==> src/verilog/ilvpc_consts.vh <==
// constants for the image loader and vocoder port controller
`ifndef ILVPC_CONSTS_VH
`define ILVPC_CONSTS_VH
`define ILVPC_ADDR_GRESET 8'h01
`define ILVPC_ADDR_OUT_GAIN 8'hb0
`define ILVPC_ADDR_IN_ROUTE 8'hb1
`define ILVPC_ADDR_PWR_DOWN 8'hc0
`define ILVPC_ADDR_MODEM_CTRL 8'hc1
`define ILVPC_ADDR_TX_AUX 8'hc2
`define ILVPC_ADDR_VOC_GAIN 8'hc3
`define ILVPC_ADDR_STATUS 8'hc6
`define ILVPC_ADDR_MODEM_CFG 8'hc7
`define ILVPC_ADDR_PROG_WORD 8'hc8
`define ILVPC_ADDR_IRQ_MASK 8'hce
`define ILVPC_ST_PRG 0
`define ILVPC_ST_VOC_FOUND 1
`define ILVPC_ST_PUSH_DONE 2
`define ILVPC_ST_IRQ 15
`define ILVPC_RD_CLEAR_MASK 15'h7ffe
`define ILVPC_ROUTE_EXT_VOC 0
`define ILVPC_PD_BIAS 0
`define ILVPC_MODE_IDLE 4'h0
`define ILVPC_MODE_RX 4'h1
`define ILVPC_MODE_TX 4'h2
`define ILVPC_BOOT_MEM 2'b01
`define ILVPC_MEM_READ_CMD 8'h03
`define ILVPC_VOC_REG_CFG 8'h10
`define ILVPC_VOC_REG_PWR 8'h11
`define ILVPC_VOC_REG_GAIN 8'h12
`define ILVPC_VOC_REG_POLL 8'h13
`define ILVPC_VOC_SLEEP 16'h0001
`define ILVPC_VOC_WAKE 16'h0000
`define ILVPC_VOC_ABSENT 16'hffff
`define ILVPC_VOC_DEFAULT 16'h02bf
`define ILVPC_VOC_FORBIDDEN 16'h1c00
`define ILVPC_VOC_I2S_BIT 13
`define ILVPC_IMAGE_WORDS 23552
`define ILVPC_AUX_HALF 4
`endif

==> src/verilog/ilvpc_aux_shift.v <==
// one serial transfer on the auxiliary port, msb first, sampled on the rising clock edge
`timescale 1ns/10ps
module ilvpc_aux_shift #(
   parameter HALF = 4
) (
   input wire clk,
   input wire rst,
   input wire start,
   input wire [5:0] nbits,
   input wire [31:0] tx,
   input wire miso,
   output reg sclk_reg,
   output reg mosi_reg,
   output reg busy_reg,
   output reg done_reg,
   output reg [15:0] rx_reg
);
   reg [31:0] sh_reg;
   reg [5:0] cnt_reg;
   reg [7:0] ph_reg;
   always @(posedge clk) begin
      done_reg <= 1'b0;
      if (rst) begin
         sclk_reg <= 1'b0;
         mosi_reg <= 1'b0;
         busy_reg <= 1'b0;
         rx_reg <= 16'h0000;
         sh_reg <= 32'h00000000;
         cnt_reg <= 6'h00;
         ph_reg <= 8'h00;
      end else if (!busy_reg) begin
         if (start) begin
            busy_reg <= 1'b1;
            sh_reg <= tx;
            mosi_reg <= tx[31];
            cnt_reg <= nbits;
            ph_reg <= 8'h00;
         end
      end else if (ph_reg != HALF[7:0] - 8'h01) begin
         ph_reg <= ph_reg + 8'h01;
      end else begin
         ph_reg <= 8'h00;
         sclk_reg <= ~sclk_reg;
         if (!sclk_reg) begin
            rx_reg <= {rx_reg[14:0], miso};
         end else begin
            sh_reg <= {sh_reg[30:0], 1'b0};
            mosi_reg <= sh_reg[30];
            cnt_reg <= cnt_reg - 6'h01;
            if (cnt_reg == 6'h01) begin
               busy_reg <= 1'b0;
               done_reg <= 1'b1;
            end
         end
      end
   end
endmodule

==> src/verilog/ilvpc_top.v <==
// image loader, host register port and auxiliary vocoder port sequencer
`timescale 1ns/10ps
`include "ilvpc_consts.vh"
module ilvpc_top #(
   parameter IMAGE_WORDS = `ILVPC_IMAGE_WORDS,
   parameter AUX_HALF = `ILVPC_AUX_HALF
) (
   input wire CLK,
   input wire RESET_N,
   input wire BUS_SELECT_N,
   input wire BUS_SCLK,
   input wire COMMAND_SERIAL_IN,
   output reg REPLY_DATA_O,
   output reg REPLY_DATA_OE_N,
   output reg HOST_INTERRUPT_LINE_N,
   input wire [1:0] BOOT_SOURCE_SELECT_PINS,
   input wire RX_IQ_MODE_STRAP,
   input wire MEM_WIDE_ADDR_STRAP,
   output reg AUX_PORT_CLOCK,
   output reg AUX_PORT_DATA_OUT,
   input wire AUX_PORT_DATA_RETURN,
   output reg BOOT_MEMORY_SELECT_N,
   output reg VOCODER_CHIP_SELECT_N,
   output reg [15:0] IMAGE_WORD,
   output reg IMAGE_WORD_VALID,
   output reg BOOT_DONE,
   output reg CLOCK_FAST,
   output reg [3:0] MODEM_MODE,
   output reg [14:0] ANALOG_BLOCK_EN,
   output reg [15:0] CODEC_RX_WORD
);
   localparam S_BOOTSEL = 4'h0, S_MEM_CMD = 4'h1, S_MEM_WORD = 4'h2, S_HOST = 4'h3, S_ACT = 4'h4;
   localparam S_POLL = 4'h5, S_PUSH = 4'h6, S_PWR = 4'h7, S_READY = 4'h8, S_GAIN = 4'h9, S_I2S = 4'ha;
   localparam S_WAIT = 4'hb;
   reg csn_s1_reg, csn_s2_reg, sck_s1_reg, sck_s2_reg, sck_d_reg, cd_s1_reg, cd_s2_reg;
   reg ret_s1_reg, ret_s2_reg, iq_s1_reg, iq_s2_reg, wide_s1_reg, wide_s2_reg;
   reg [1:0] boot_s1_reg, boot_s2_reg;
   reg greset_reg;
   reg [5:0] bit_cnt_reg;
   reg [22:0] sh_in_reg;
   reg [7:0] addr_reg;
   reg [15:0] rd_sh_reg;
   reg [15:0] out_gain_reg, route_reg, pwr_down_reg, modem_ctrl_reg, tx_aux_reg, voc_gain_reg;
   reg [15:0] modem_cfg_reg, mask_reg, prog_word_reg;
   reg [14:0] flags_reg;
   reg irq_reg;
   reg [3:0] state_reg, ret_state_reg;
   reg [15:0] word_cnt_reg;
   reg act_cnt_reg, voc_present_reg, push_pend_reg, gain_pend_reg, i2s_pend_reg, prog_pend_reg;
   reg mem_iq_reg;
   reg [15:0] settings_reg;
   reg aux_start_reg;
   reg [5:0] aux_nbits_reg;
   reg [31:0] aux_tx_reg;
   wire rst = ~RESET_N | greset_reg;
   wire sck_rise = sck_s2_reg & ~sck_d_reg & ~csn_s2_reg;
   wire sck_fall = ~sck_s2_reg & sck_d_reg & ~csn_s2_reg;
   wire addr_done = sck_rise & (bit_cnt_reg == 6'd7);
   wire wr_done = sck_rise & (bit_cnt_reg == 6'd23) & ~addr_reg[7] | sck_rise & (bit_cnt_reg == 6'd23) & (addr_reg != `ILVPC_ADDR_STATUS);
   wire [15:0] wr_data = {sh_in_reg[14:0], cd_s2_reg};
   wire [7:0] addr_now = {sh_in_reg[6:0], cd_s2_reg};
   wire status_rd = addr_done & (addr_now == `ILVPC_ADDR_STATUS);
   wire wr_prog = wr_done & (addr_reg == `ILVPC_ADDR_PROG_WORD);
   wire wr_mode = wr_done & (addr_reg == `ILVPC_ADDR_MODEM_CTRL);
   wire wr_gain = wr_done & (addr_reg == `ILVPC_ADDR_VOC_GAIN);
   wire wr_txaux = wr_done & (addr_reg == `ILVPC_ADDR_TX_AUX);
   wire wr_mask = wr_done & (addr_reg == `ILVPC_ADDR_IRQ_MASK);
   wire aux_sclk, aux_mosi, aux_busy, aux_done;
   wire [15:0] aux_rx;
   wire voc_ok = voc_present_reg & ~route_reg[`ILVPC_ROUTE_EXT_VOC];
   wire in_rxtx = (modem_ctrl_reg[3:0] == `ILVPC_MODE_RX) | (modem_ctrl_reg[3:0] == `ILVPC_MODE_TX);
   wire in_idle = modem_ctrl_reg[3:0] == `ILVPC_MODE_IDLE;
   reg prg_set, voc_set, push_set;
   reg [14:0] flags_next;
   reg [15:0] mask_next;
   reg irq_next;

   ilvpc_aux_shift #(
      .HALF(AUX_HALF)
   ) u_shift (
      .clk(CLK),
      .rst(rst),
      .start(aux_start_reg),
      .nbits(aux_nbits_reg),
      .tx(aux_tx_reg),
      .miso(ret_s2_reg),
      .sclk_reg(aux_sclk),
      .mosi_reg(aux_mosi),
      .busy_reg(aux_busy),
      .done_reg(aux_done),
      .rx_reg(aux_rx)
   );

   // pins from outside cross on two flops, except RESET_N
   always @(posedge CLK) begin
      csn_s1_reg <= BUS_SELECT_N;
      csn_s2_reg <= csn_s1_reg;
      sck_s1_reg <= BUS_SCLK;
      sck_s2_reg <= sck_s1_reg;
      sck_d_reg <= sck_s2_reg;
      cd_s1_reg <= COMMAND_SERIAL_IN;
      cd_s2_reg <= cd_s1_reg;
      ret_s1_reg <= AUX_PORT_DATA_RETURN;
      ret_s2_reg <= ret_s1_reg;
      boot_s1_reg <= BOOT_SOURCE_SELECT_PINS;
      boot_s2_reg <= boot_s1_reg;
      iq_s1_reg <= RX_IQ_MODE_STRAP;
      iq_s2_reg <= iq_s1_reg;
      wide_s1_reg <= MEM_WIDE_ADDR_STRAP;
      wide_s2_reg <= wide_s1_reg;
   end

   // flag and interrupt next values; a set in the same cycle as a clear wins
   always @* begin
      mask_next = wr_mask ? wr_data : mask_reg;
      flags_next = flags_reg;
      if (status_rd) begin
         flags_next = flags_next & ~`ILVPC_RD_CLEAR_MASK;
      end
      if (wr_prog) begin
         flags_next[`ILVPC_ST_PRG] = 1'b0;
      end
      if (prg_set) begin
         flags_next[`ILVPC_ST_PRG] = 1'b1;
      end
      if (voc_set) begin
         flags_next[`ILVPC_ST_VOC_FOUND] = 1'b1;
      end
      if (push_set) begin
         flags_next[`ILVPC_ST_PUSH_DONE] = 1'b1;
      end
      irq_next = irq_reg & ~status_rd;
      if (|(((flags_next & ~flags_reg) | (mask_next[14:0] & ~mask_reg[14:0])) & flags_next & mask_next[14:0])) begin
         irq_next = 1'b1;
      end
   end

   // host register port
   always @(posedge CLK) begin
      greset_reg <= 1'b0;
      if (!RESET_N) begin
         greset_reg <= 1'b0;
      end else if (addr_done & (addr_now == `ILVPC_ADDR_GRESET)) begin
         greset_reg <= 1'b1;
      end
      if (rst) begin
         bit_cnt_reg <= 6'h00;
         sh_in_reg <= 23'h000000;
         addr_reg <= 8'h00;
         rd_sh_reg <= 16'h0000;
         REPLY_DATA_O <= 1'b0;
         REPLY_DATA_OE_N <= 1'b1;
         out_gain_reg <= 16'h0000;
         route_reg <= 16'h0000;
         pwr_down_reg <= 16'h0000;
         modem_ctrl_reg <= 16'h0000;
         tx_aux_reg <= 16'h0000;
         voc_gain_reg <= 16'h0000;
         modem_cfg_reg <= 16'h0000;
         mask_reg <= 16'h0000;
         prog_word_reg <= 16'h0000;
         flags_reg <= 15'h0000;
         irq_reg <= 1'b0;
         HOST_INTERRUPT_LINE_N <= 1'b1;
         ANALOG_BLOCK_EN <= 15'h0000;
      end else begin
         flags_reg <= flags_next;
         irq_reg <= irq_next;
         mask_reg <= mask_next;
         // line low when summary and mask set
         HOST_INTERRUPT_LINE_N <= ~(irq_next & mask_next[`ILVPC_ST_IRQ]);
         ANALOG_BLOCK_EN <= pwr_down_reg[`ILVPC_PD_BIAS] ? pwr_down_reg[15:1] : 15'h0000;
         if (csn_s2_reg) begin
            bit_cnt_reg <= 6'h00;
            REPLY_DATA_OE_N <= 1'b1;
         end
         if (sck_rise) begin
            sh_in_reg <= {sh_in_reg[21:0], cd_s2_reg};
            if (bit_cnt_reg != 6'h3f) begin
               bit_cnt_reg <= bit_cnt_reg + 6'h01;
            end
         end
         if (addr_done) begin
            addr_reg <= addr_now;
            if (addr_now == `ILVPC_ADDR_STATUS) begin
               rd_sh_reg <= {irq_reg, flags_reg};
               REPLY_DATA_O <= irq_reg;
               REPLY_DATA_OE_N <= 1'b0;
            end
         end
         if (sck_fall & ~REPLY_DATA_OE_N & (bit_cnt_reg > 6'd8)) begin
            rd_sh_reg <= {rd_sh_reg[14:0], 1'b0};
            REPLY_DATA_O <= rd_sh_reg[14];
         end
         if (wr_done) begin
            case (addr_reg)
               `ILVPC_ADDR_OUT_GAIN: out_gain_reg <= wr_data;
               `ILVPC_ADDR_IN_ROUTE: route_reg <= wr_data;
               `ILVPC_ADDR_PWR_DOWN: pwr_down_reg <= wr_data;
               `ILVPC_ADDR_MODEM_CTRL: modem_ctrl_reg <= wr_data;
               `ILVPC_ADDR_TX_AUX: tx_aux_reg <= wr_data;
               `ILVPC_ADDR_VOC_GAIN: voc_gain_reg <= wr_data;
               `ILVPC_ADDR_MODEM_CFG: modem_cfg_reg <= wr_data;
               `ILVPC_ADDR_PROG_WORD: prog_word_reg <= wr_data;
               default: ;
            endcase
         end
      end
   end

   // boot, activation and auxiliary port sequencer
   always @(posedge CLK) begin
      aux_start_reg <= 1'b0;
      IMAGE_WORD_VALID <= 1'b0;
      prg_set <= 1'b0;
      voc_set <= 1'b0;
      push_set <= 1'b0;
      if (rst) begin
         state_reg <= S_BOOTSEL;
         ret_state_reg <= S_READY;
         word_cnt_reg <= 16'h0000;
         act_cnt_reg <= 1'b0;
         voc_present_reg <= 1'b0;
         push_pend_reg <= 1'b0;
         gain_pend_reg <= 1'b0;
         i2s_pend_reg <= 1'b0;
         prog_pend_reg <= 1'b0;
         mem_iq_reg <= 1'b0;
         settings_reg <= `ILVPC_VOC_DEFAULT;
         aux_nbits_reg <= 6'h00;
         aux_tx_reg <= 32'h00000000;
         IMAGE_WORD <= 16'h0000;
         BOOT_DONE <= 1'b0;
         CLOCK_FAST <= 1'b0;
         MODEM_MODE <= `ILVPC_MODE_IDLE;
         BOOT_MEMORY_SELECT_N <= 1'b1;
         VOCODER_CHIP_SELECT_N <= 1'b1;
         AUX_PORT_CLOCK <= 1'b0;
         AUX_PORT_DATA_OUT <= 1'b0;
         CODEC_RX_WORD <= 16'h0000;
      end else begin
         AUX_PORT_CLOCK <= aux_sclk;
         AUX_PORT_DATA_OUT <= aux_mosi;
         MODEM_MODE <= modem_ctrl_reg[3:0];
         // clock follows the mode once boot is done, even mid-transfer
         CLOCK_FAST <= BOOT_DONE & in_rxtx;
         if (wr_prog) begin
            prog_pend_reg <= 1'b1;
         end
         if (wr_mode & BOOT_DONE) begin
            push_pend_reg <= 1'b1;
         end
         // gain forwarded only in rx or tx
         if (wr_gain & in_rxtx) begin
            gain_pend_reg <= 1'b1;
         end
         // codec words only in rx or tx
         if (wr_txaux & in_rxtx & settings_reg[`ILVPC_VOC_I2S_BIT]) begin
            i2s_pend_reg <= 1'b1;
         end
         case (state_reg)
            S_BOOTSEL: begin
               // pins taken once after reset release
               mem_iq_reg <= iq_s2_reg;
               if (boot_s2_reg == `ILVPC_BOOT_MEM && !iq_s2_reg) begin
                  BOOT_MEMORY_SELECT_N <= 1'b0;
                  aux_nbits_reg <= wide_s2_reg ? 6'd32 : 6'd24;
                  aux_tx_reg <= {`ILVPC_MEM_READ_CMD, 24'h000000};
                  aux_start_reg <= 1'b1;
                  state_reg <= S_MEM_CMD;
               end else begin
                  state_reg <= S_HOST;
               end
            end
            S_MEM_CMD: begin
               if (aux_done) begin
                  aux_nbits_reg <= 6'd16;
                  aux_start_reg <= 1'b1;
                  state_reg <= S_MEM_WORD;
               end
            end
            S_MEM_WORD: begin
               if (aux_done) begin
                  IMAGE_WORD <= aux_rx;
                  IMAGE_WORD_VALID <= 1'b1;
                  word_cnt_reg <= word_cnt_reg + 16'h0001;
                  if (word_cnt_reg == IMAGE_WORDS[15:0] - 16'h0001) begin
                     BOOT_MEMORY_SELECT_N <= 1'b1;
                     state_reg <= S_ACT;
                  end else begin
                     aux_start_reg <= 1'b1;
                  end
               end
            end
            S_HOST: begin
               // image words arrive by programming register
               if (prog_pend_reg) begin
                  prog_pend_reg <= 1'b0;
                  IMAGE_WORD <= prog_word_reg;
                  IMAGE_WORD_VALID <= 1'b1;
                  prg_set <= 1'b1;
                  word_cnt_reg <= word_cnt_reg + 16'h0001;
                  if (word_cnt_reg == IMAGE_WORDS[15:0] - 16'h0001) begin
                     state_reg <= S_ACT;
                  end
               end
            end
            S_ACT: begin
               if (prog_pend_reg) begin
                  prog_pend_reg <= 1'b0;
                  prg_set <= 1'b1;
                  act_cnt_reg <= 1'b1;
                  if (act_cnt_reg) begin
                     if (route_reg[`ILVPC_ROUTE_EXT_VOC]) begin
                        state_reg <= S_READY;
                        BOOT_DONE <= 1'b1;
                     end else begin
                        // memory select off, vocoder select live
                        BOOT_DONE <= 1'b1;
                        // vocoder has a select of its own
                        VOCODER_CHIP_SELECT_N <= 1'b0;
                        aux_nbits_reg <= 6'd24;
                        aux_tx_reg <= {`ILVPC_VOC_REG_POLL, 24'h000000};
                        aux_start_reg <= 1'b1;
                        state_reg <= S_POLL;
                     end
                  end
               end
            end
            S_POLL: begin
               if (aux_done) begin
                  VOCODER_CHIP_SELECT_N <= 1'b1;
                  voc_present_reg <= (aux_rx != `ILVPC_VOC_ABSENT);
                  voc_set <= (aux_rx != `ILVPC_VOC_ABSENT);
                  push_pend_reg <= 1'b1;
                  state_reg <= S_READY;
               end
            end
            S_READY: begin
               // block writes accepted in idle only
               if (prog_pend_reg & in_idle) begin
                  prog_pend_reg <= 1'b0;
                  // tone two, dtx and vad stripped
                  settings_reg <= prog_word_reg & ~`ILVPC_VOC_FORBIDDEN;
                  prg_set <= 1'b1;
               end else if (push_pend_reg & voc_ok) begin
                  push_pend_reg <= 1'b0;
                  VOCODER_CHIP_SELECT_N <= 1'b0;
                  aux_nbits_reg <= 6'd24;
                  aux_tx_reg <= {`ILVPC_VOC_REG_CFG, settings_reg & ~`ILVPC_VOC_FORBIDDEN, 8'h00};
                  aux_start_reg <= 1'b1;
                  state_reg <= S_PUSH;
               end else if (gain_pend_reg & voc_ok) begin
                  gain_pend_reg <= 1'b0;
                  VOCODER_CHIP_SELECT_N <= 1'b0;
                  aux_nbits_reg <= 6'd24;
                  aux_tx_reg <= {`ILVPC_VOC_REG_GAIN, voc_gain_reg, 8'h00};
                  aux_start_reg <= 1'b1;
                  state_reg <= S_GAIN;
               end else if (i2s_pend_reg) begin
                  i2s_pend_reg <= 1'b0;
                  VOCODER_CHIP_SELECT_N <= 1'b0;
                  aux_nbits_reg <= 6'd16;
                  aux_tx_reg <= {tx_aux_reg, 16'h0000};
                  aux_start_reg <= 1'b1;
                  state_reg <= S_I2S;
               end else if (!voc_ok) begin
                  // drop jobs only with no vocoder, else a request raised this cycle is lost
                  push_pend_reg <= 1'b0;
                  gain_pend_reg <= 1'b0;
               end
            end
            S_PUSH: begin
               if (aux_done) begin
                  VOCODER_CHIP_SELECT_N <= 1'b1;
                  state_reg <= S_WAIT;
                  ret_state_reg <= S_PWR;
               end
            end
            S_PWR: begin
               VOCODER_CHIP_SELECT_N <= 1'b0;
               aux_tx_reg <= {`ILVPC_VOC_REG_PWR, in_idle ? `ILVPC_VOC_SLEEP : `ILVPC_VOC_WAKE, 8'h00};
               aux_start_reg <= 1'b1;
               push_set <= 1'b1;
               state_reg <= S_GAIN;
            end
            S_GAIN, S_I2S: begin
               if (aux_done) begin
                  VOCODER_CHIP_SELECT_N <= 1'b1;
                  if (state_reg == S_I2S) begin
                     CODEC_RX_WORD <= aux_rx;
                  end
                  state_reg <= S_WAIT;
                  ret_state_reg <= S_READY;
               end
            end
            S_WAIT: begin
               // one idle cycle so the select is seen high between frames
               state_reg <= ret_state_reg;
            end
            default: state_reg <= S_BOOTSEL;
         endcase
      end
   end
endmodule

==> config.mk <==
export PLATFORM = sky130hd
export DESIGN_NAME = ilvpc_top
export DESIGN_NICKNAME = d
export VERILOG_FILES = /design/src/verilog/ilvpc_aux_shift.v /design/src/verilog/ilvpc_top.v
export VERILOG_INCLUDE_DIRS = /design/src /design/src/verilog
export SDC_FILE = /design/constraint.sdc
export NUM_CORES = 1
export LEC_CHECK = 0
export BUFFER_PORTS_ARGS = -buffer_cell sky130_fd_sc_hd__buf_2
export CAP_MARGIN = 15
export CORE_ASPECT_RATIO = 0.75
export CORE_UTILIZATION = 55
export DETAILED_ROUTE_END_ITERATION = 10
export PLACE_DENSITY = 0.73
export SKIP_LAST_GASP = 1
export SYNTH_ARGS = -nofsm -noshare
export SYNTH_HDL_FRONTEND = slang
export SYNTH_SLANG_ARGS = --single-unit
==> constraint.sdc <==
create_clock -name CLK -period 4.6 [get_ports CLK]
set_input_delay 0.92 -clock CLK [delete_from_list [all_inputs] [get_ports CLK]]
set_output_delay 0.92 -clock CLK [all_outputs]
set_load 0.005 [all_outputs]
== Word level (Yosys, flattened, before mapping) ==
Index checks and enable logic that the tools add are counted.

* Add/sub/neg operators: 4
* $lt $le $gt $ge: 1
* Equal/unequal tests: 48
* Multiplexer cells: 140
* Bitwise operators: 53
* Reduce and logical (&&, ||, !) cells: 45

{| class="wikitable"
|+ Operator list
! cell !! number
|-
| 32-bit 2-to-1 mux || 8
|-
| 32-bit case mux with 4 select lines || 1
|-
| 31-bit 2-to-1 mux || 4
|-
| 6-bit 2-to-1 mux || 17
|-
| 16-bit 2-to-1 mux || 5
|-
| 1-bit 2-to-1 mux || 71
|-
| 8-bit equality test (second input constant) || 8
|-
| 16-bit case mux with 2 select lines || 2
|-
| 15-bit AND || 4
|-
| 15-bit 2-to-1 mux || 4
|-
| 4-bit 2-to-1 mux || 14
|-
| 4-bit case mux with 10 select lines || 1
|-
| 15-bit NOT || 2
|-
| 1-bit AND || 28
|-
| 8-bit 2-to-1 mux || 3
|-
| 6-bit case mux with 4 select lines || 1
|-
| 2-bit AND reduction || 12
|-
| 3-bit AND reduction || 6
|-
| 16-bit by 1-bit adder with 16-bit output (second input constant) || 1
|-
| 16-bit by 15-bit equality test with 1-bit output (second input constant) || 1
|-
| 4-bit by 3-bit equality test with 1-bit output (second input constant) || 4
|-
| 4-bit equality test (second input constant) || 4
|-
| 16-bit != test (second input constant) || 1
|-
| 2-bit by 1-bit != test with 1-bit output (second input constant) || 8
|-
| other kinds (37) || 81
|}

* Register bits after elaboration: 374
* Input bits: 10
* Output and inout port bits: 61
* Logic and storage cells: 359

== Longest topological paths before layout ==
* Depth after elaboration: 17
* Gate-level depth with buffers: 9
* Mapped depth without buffers: 7

== Hierarchy ==
From an unflattened synthesis, not the netlist that was laid out.

* Cell total of the unflattened synthesis: 1,692
* Area, all modules: 14,667.8 um2

{| class="wikitable"
|+ Modules (own cells, without submodules)
! module !! instances !! cells each !! area an instance (um2) !! seq. area each (um2)
|-
| ilvpc_top || 1 || 1,378 || 11,743.8 || 5,925.7
|-
| ilvpc_aux_shift || 1 || 314 || 2,924.1 || 1,301.2
|}

== Least setup slack after synthesis ==
Ideal clock, no wire load.

* Path kind: flip-flop to flip-flop
* Start point: register csn_s2_reg
* End point: register irq_reg
* Setup time: 0.120 ns
* Arrival: 2.124 ns
* Data required time: 4.480 ns
* Slack: 2.356 ns
* Cell stages (with the launch flop): 7
* Buffers on the path: 2
* Clock period less this slack: 2.244 ns
* Path through: dfxtp_1 buf_6 or4b_4 or4_1 clkbuf_2 mux2_4 o31a_1

* Longest elaborated chain between the ends: 14
* Elaborated cells between the ends (all ways): 25
* Classes of those cells: mux: 7; bitwise: 17; reduce/logical: 1

{| class="wikitable"
|+ RTL lines
! item !! RTL line !! source
|-
| start: declaration || ilvpc_top.v:35 || <nowiki>reg csn_s1_reg, csn_s2_reg, sck_s1_reg, sck_s2_reg, sck_d_reg, cd_s1_reg, cd_s2_reg;</nowiki>
|-
| start signal: assignment || ilvpc_top.v:97 || <nowiki>csn_s2_reg <= csn_s1_reg;</nowiki>
|-
| 1-bit NOT (*) || ilvpc_top.v:56 || <nowiki>wire sck_rise = sck_s2_reg & ~sck_d_reg & ~csn_s2_reg;</nowiki>
|-
| 1-bit AND (*) || ilvpc_top.v:56 ||
|-
| 1-bit AND (2 in series) || ilvpc_top.v:59 || <nowiki>wire wr_done = sck_rise & (bit_cnt_reg == 6'd23) & ~addr_reg[7] | sck_rise & (bit_cnt_reg == 6'd23) & (addr_re ...</nowiki>
|-
| 1-bit OR || ilvpc_top.v:59 ||
|-
| 1-bit AND || ilvpc_top.v:63 || <nowiki>wire wr_prog = wr_done & (addr_reg == `ILVPC_ADDR_PROG_WORD);</nowiki>
|-
| 1-bit 2-to-1 mux || ilvpc_top.v:120 || <nowiki>if (wr_prog) begin</nowiki>
|-
| 1-bit 2-to-1 mux || ilvpc_top.v:123 || <nowiki>if (prg_set) begin</nowiki>
|-
| 15-bit AND || ilvpc_top.v:133 || <nowiki>if (|(((flags_next & ~flags_reg) | (mask_next[14:0] & ~mask_reg[14:0])) & flags_next & mask_next[14:0])) begin</nowiki>
|-
| 15-bit OR || ilvpc_top.v:133 ||
|-
| 15-bit AND (2 in series) || ilvpc_top.v:133 ||
|-
| 15-bit OR reduction || ilvpc_top.v:133 ||
|-
| 1-bit 2-to-1 mux (*) || ilvpc_top.v:133 ||
|-
| end signal: assignment || ilvpc_top.v:168 || <nowiki>irq_reg <= irq_next;</nowiki>
|-
| end: declaration || ilvpc_top.v:46 || <nowiki>reg irq_reg;</nowiki>
|}

Mark *: on every way between the ends. The rest lies on a longest branch, timed or not.
A chain may end at the register's enable or synchronous reset.

== Final worst setup path ==
Ends and elaborated chain as after synthesis.

==> flow_summary.html <==
<table>
<tr><th>Metric</th><th>Value</th></tr>
<tr><th colspan="2">Status</th></tr>
<tr><td>Run status</td><td>finished, final reports clean</td></tr>
<tr><th colspan="2">Yosys</th></tr>
<tr><td>Number of instances in the synthesized netlist</td><td>approximately 1.6k</td></tr>
<tr><td>Count of distinct cell types in the synthesized netlist</td><td>74</td></tr>
<tr><td>EDFF count, synth</td><td>0</td></tr>
<tr><td>Async set-or-reset flop fraction in the synthesized netlist</td><td>0%</td></tr>
<tr><td>Total of warnings raised by yosys</td><td>0</td></tr>
<tr><td>Cell type with the largest total area after synthesis</td><td>dfxtp_1</td></tr>
<tr><td>Average instance area after synthesis</td><td>between 9 and 10 um2</td></tr>
<tr><td>Top area cells in the synthesized netlist</td><td>dfxtp_1, mux2i_1, nor2_1</td></tr>
<tr><td>Area share of the leading cell type in the synthesized netlist</td><td>between 40% and 50%</td></tr>
<tr><td>Post-synthesis sequential element count</td><td>approximately 350</td></tr>
<tr><td>Dominant register cell in the synthesized netlist</td><td>dfxtp_1</td></tr>
<tr><td>Count leader, synth</td><td>dfxtp_1</td></tr>
<tr><td>Post-synth design cell area</td><td>between 10000 and 15000 um2</td></tr>
<tr><td>Number of nets in the synthesized netlist</td><td>1593</td></tr>
<tr><td>Leading cell types by count after synthesis</td><td>dfxtp_1, nor2_1, nand2_1, mux2i_1, clkbuf_1</td></tr>
<tr><td>Sequential fraction of the synthesis area</td><td>between 40% and 50%</td></tr>
<tr><th colspan="2">Critical path</th></tr>
<tr><td>Launch instance of the worst register-to-register path</td><td>csn_s2_reg</td></tr>
<tr><td>Data required time at the worst endpoint</td><td>5.01 ns</td></tr>
<tr><td>Worst Path Arrival</td><td>~3.2 ns</td></tr>
<tr><td>Flop-to-flop setup slack</td><td>~1.8 ns</td></tr>
<tr><td>CP Max Fanout</td><td>18</td></tr>
<tr><td>Number of cells on the worst reg-to-reg path</td><td>5</td></tr>
<tr><td>Setup crit end kind</td><td>register</td></tr>
<tr><td>Crit. Startpoint</td><td>csn_s2_reg</td></tr>
<tr><td>Capturing point of the worst reg2reg path</td><td>irq_reg</td></tr>
<tr><td>Startpoint Class</td><td>register</td></tr>
<tr><td>Type of the setup path with the least slack</td><td>reg2reg</td></tr>
<tr><th colspan="2">Placed design</th></tr>
<tr><td>Total placed cells including tap cells</td><td>about 1.9k</td></tr>
<tr><td>Count of buffers inserted at the top-level ports</td><td>70</td></tr>
<tr><td>Final Wtd Congestion</td><td>approximately 0.9</td></tr>
<tr><td>DP Wirelength</td><td>22540 um</td></tr>
<tr><th colspan="2">Worst hold path</th></tr>
<tr><td>Endpoint with the worst hold slack</td><td>ret_s2_reg</td></tr>
<tr><td>Hold path depth</td><td>0</td></tr>
<tr><td>Min-Delay Startpoint</td><td>ret_s1_reg</td></tr>
<tr><td>Worst hold-check path type</td><td>reg2reg</td></tr>
<tr><th colspan="2">Global routing</th></tr>
<tr><td>Initial antenna violation count</td><td>0</td></tr>
<tr><td>Global route total overflow</td><td>0</td></tr>
<tr><td>Via count of the first global-routing pass</td><td>around 10k</td></tr>
<tr><td>Maximum number of pins on one net before global-route repair</td><td>111</td></tr>
<tr><td>GRT Util Overall</td><td>25.86%</td></tr>
<tr><td>Global-route wire length before repair</td><td>between 50000 and 60000 um</td></tr>
<tr><th colspan="2">Clocking</th></tr>
<tr><td>Cts repair resizes</td><td>0</td></tr>
<tr><td>Number of buffers inserted by post-CTS setup repair</td><td>0</td></tr>
<tr><td>Clock tree root driver cell</td><td>clkbuf_16</td></tr>
<tr><td>H-Tree Depth</td><td>2</td></tr>
<tr><td>Hold buffers post-CTS</td><td>0</td></tr>
<tr><td>Num Clock Sinks</td><td>around 350</td></tr>
<tr><td>CTS tree</td><td>yes</td></tr>
<tr><td>Number of buffers on the longest clock path</td><td>3</td></tr>
<tr><td>Clock edge transition at the registers on the reported setup and hold paths</td><td>around 0.060 ns</td></tr>
<tr><td>Number of CTS-inserted buffers</td><td>35</td></tr>
<tr><td>Clock latency on the worst-skew pair</td><td>0.52 ns</td></tr>
<tr><th colspan="2">Flow run</th></tr>
<tr><td>Count of max-cap constraint violations</td><td>0</td></tr>
<tr><th colspan="2">Pwr</th></tr>
<tr><td>Register share of total power</td><td>between 40% and 50%</td></tr>
<tr><td>Static Leakage</td><td>6.212 nW</td></tr>
<tr><td>Internal cell power</td><td>approximately 5.3 mW</td></tr>
<tr><td>Switching power</td><td>~1.9 mW</td></tr>
<tr><td>Power per Cell Area</td><td>454.5 nW/um2</td></tr>
<tr><td>Net switching fraction of the power</td><td>a little over a quarter</td></tr>
<tr><td>Logic gate share of total power</td><td>approximately an eighth</td></tr>
<tr><td>Clock power frac</td><td>41.1%</td></tr>
<tr><td>Peak supply drop</td><td>0.2136 mV</td></tr>
<tr><th colspan="2">Timing</th></tr>
<tr><td>RSZ-0062 raised after global routing</td><td>no</td></tr>
<tr><td>Sum Neg Setup Slack</td><td>0 ns</td></tr>
<tr><td>Slew at the pin closest to its max-slew limit</td><td>between 1 and 1.5 ns</td></tr>
<tr><td>Final critical-path share of the clock period</td><td>between 60% and 70%</td></tr>
<tr><td>Time the final worst path needs with I/O delays and setup</td><td>2.774 ns</td></tr>
<tr><td>Total of endpoints with negative setup slack in the final report</td><td>0</td></tr>
<tr><td>Final max-slew violation count</td><td>0</td></tr>
<tr><td>Maximum clock skew at final layout</td><td>approximately 0.015 ns</td></tr>
<tr><td>Worst slew margin relative to its limit</td><td>approximately a quarter</td></tr>
<tr><td>Peak Freq</td><td>roughly 360 MHz</td></tr>
<tr><td>Hold violation count in the final report</td><td>0</td></tr>
<tr><th colspan="2">Die</th></tr>
<tr><td>Area of the placeable core</td><td>approximately 25000 um2</td></tr>
<tr><td>Die width</td><td>about 190 um</td></tr>
<tr><td>Top-level port count</td><td>slightly above 70</td></tr>
<tr><td>Standard-cell rows</td><td>50</td></tr>
<tr><td>Die Outline Area</td><td>around 26000 um2</td></tr>
<tr><td>DIE HEIGHT</td><td>between 100 and 150 um</td></tr>
<tr><td>Initial core utilization</td><td>56.50%</td></tr>
<tr><th colspan="2">Layout</th></tr>
<tr><td>Share of cells above drive strength 1</td><td>between 10% and 20%</td></tr>
<tr><td>Antenna fix cells</td><td>0</td></tr>
<tr><td>Net count reported at finish</td><td>about 1.6k</td></tr>
<tr><td>Area growth from synthesis to final layout</td><td>11.77%</td></tr>
<tr><td>Final Non-Filler Cells</td><td>between 1.5k and 2k</td></tr>
<tr><td>Final core utilization</td><td>between 60% and 70%</td></tr>
<tr><td>Flip-flop count of the largest register, all copies and words added</td><td>24</td></tr>
<tr><th colspan="2">Detailed routing</th></tr>
<tr><td>Remaining antenna violation count after routing</td><td>0</td></tr>
<tr><td>Detailed-route wire length per cell</td><td>~18 um</td></tr>
<tr><td>Number of DRC markers in iteration 0</td><td>around 1.2k</td></tr>
<tr><td>Overall routed net length</td><td>roughly 35000 um</td></tr>
<tr><td>First-pass iteration count of the detailed router</td><td>5</td></tr>
<tr><td>Via total after detailed routing</td><td>approximately 11k</td></tr>
<tr><td>DRC</td><td>0</td></tr>
<tr><td>Average via count per standard cell</td><td>5.840</td></tr>
</table>
## cells by family after synthesis
family,synth area share [%]
compound gates,14.14
xor+xnor,0.9862
fa+ha+maj,0.5283
buf+inv,4.156
flops,49.74
mux,10.62
simple gates,19.83
## area by class of cell
| cell class | instances | area, um2 |
|---|---|---|
| sequential | 353 | 7068 |
| clock buffer | 55 | 1072 |
| clock inverter | 8 | 133.9 |
| multi-input combinational | 1081 | 6580 |
| tap | 338 | 422.9 |
| timing repair buffer | 90 | 536.8 |
| fill | 2117 | 9268 |
| inverter | 18 | 67.56 |
## layout by cell type (no fill, tap or decap), types with 9 or more instances in the layout
cell,instances
dfxtp_1,352
nor2_1,211
nand2_1,208
mux2i_1,147
a21oi_1,96
buf_2,70
a211oi_1,57
clkbuf_16,36
and3_1,35
o21ai_0,29
nor3_1,23
a31oi_1,22
a311oi_1,22
inv_1,18
buf_4,16
nand3_1,15
nand4_1,15
and2_1,13
o31ai_1,11
xnor2_1,10
a22oi_1,10
clkbuf_8,10
or4_1,9
nand2b_1,9
nor2b_1,9
o22ai_1,9
clkbuf_1,9
## critical path, cell delays in order (launching register included)
cell and delay (ns):
dfxtp_1 0.40, or3b_2 0.69, nor3b_4 0.44, and2_1 0.65
a211oi_1 0.16, o31a_1 0.32
## power by group through the flow
stage / sequential, mW / combinational, mW / clock, mW
floorplan: 3.34 / 0.738 / 0
global placement: 3.43 / 0.844 / 0
detailed placement: 3.43 / 0.859 / 0
CTS: 3.37 / 0.860 / 3.01
global route: 3.39 / 0.966 / 3.14
finish: 3.37 / 0.878 / 2.97
## through the flow
step,cell area [um2],setup slack [ns],total power [mW],hold slack (ns)
after floorplan,14210,2.356,4.077,0.3096
after global placement,14650,1.752,4.272,0.3110
after detailed placement,14650,1.668,4.291,0.3147
after CTS,15860,1.648,7.238,0.3288
after global routing,15880,1.554,7.501,0.3317
final,15880,1.826,7.218,0.3276
## worst max path at each step
stage / end / cells past startpoint / slack, ns
floorplan: irq_reg / 6 / 2.36
global route: aux_tx_reg[11] / 5 / 1.55
finish: irq_reg / 5 / 1.83
global placement: pwr_down_reg[10] / 5 / 1.75
detailed placement: pwr_down_reg[0] / 5 / 1.67
CTS: pwr_down_reg[0] / 5 / 1.65
## routing by layer
layer	up-vias	share of wire, %	global-route usage (%)
met5	-	0	0
met3	51	7.3	4.929
met2	363	41	36.45
met1	5390	50	39.52
li1	5543	-	-
met4	0	1.9	7.617
Note: power is estimated with default switching activity, not from simulation.
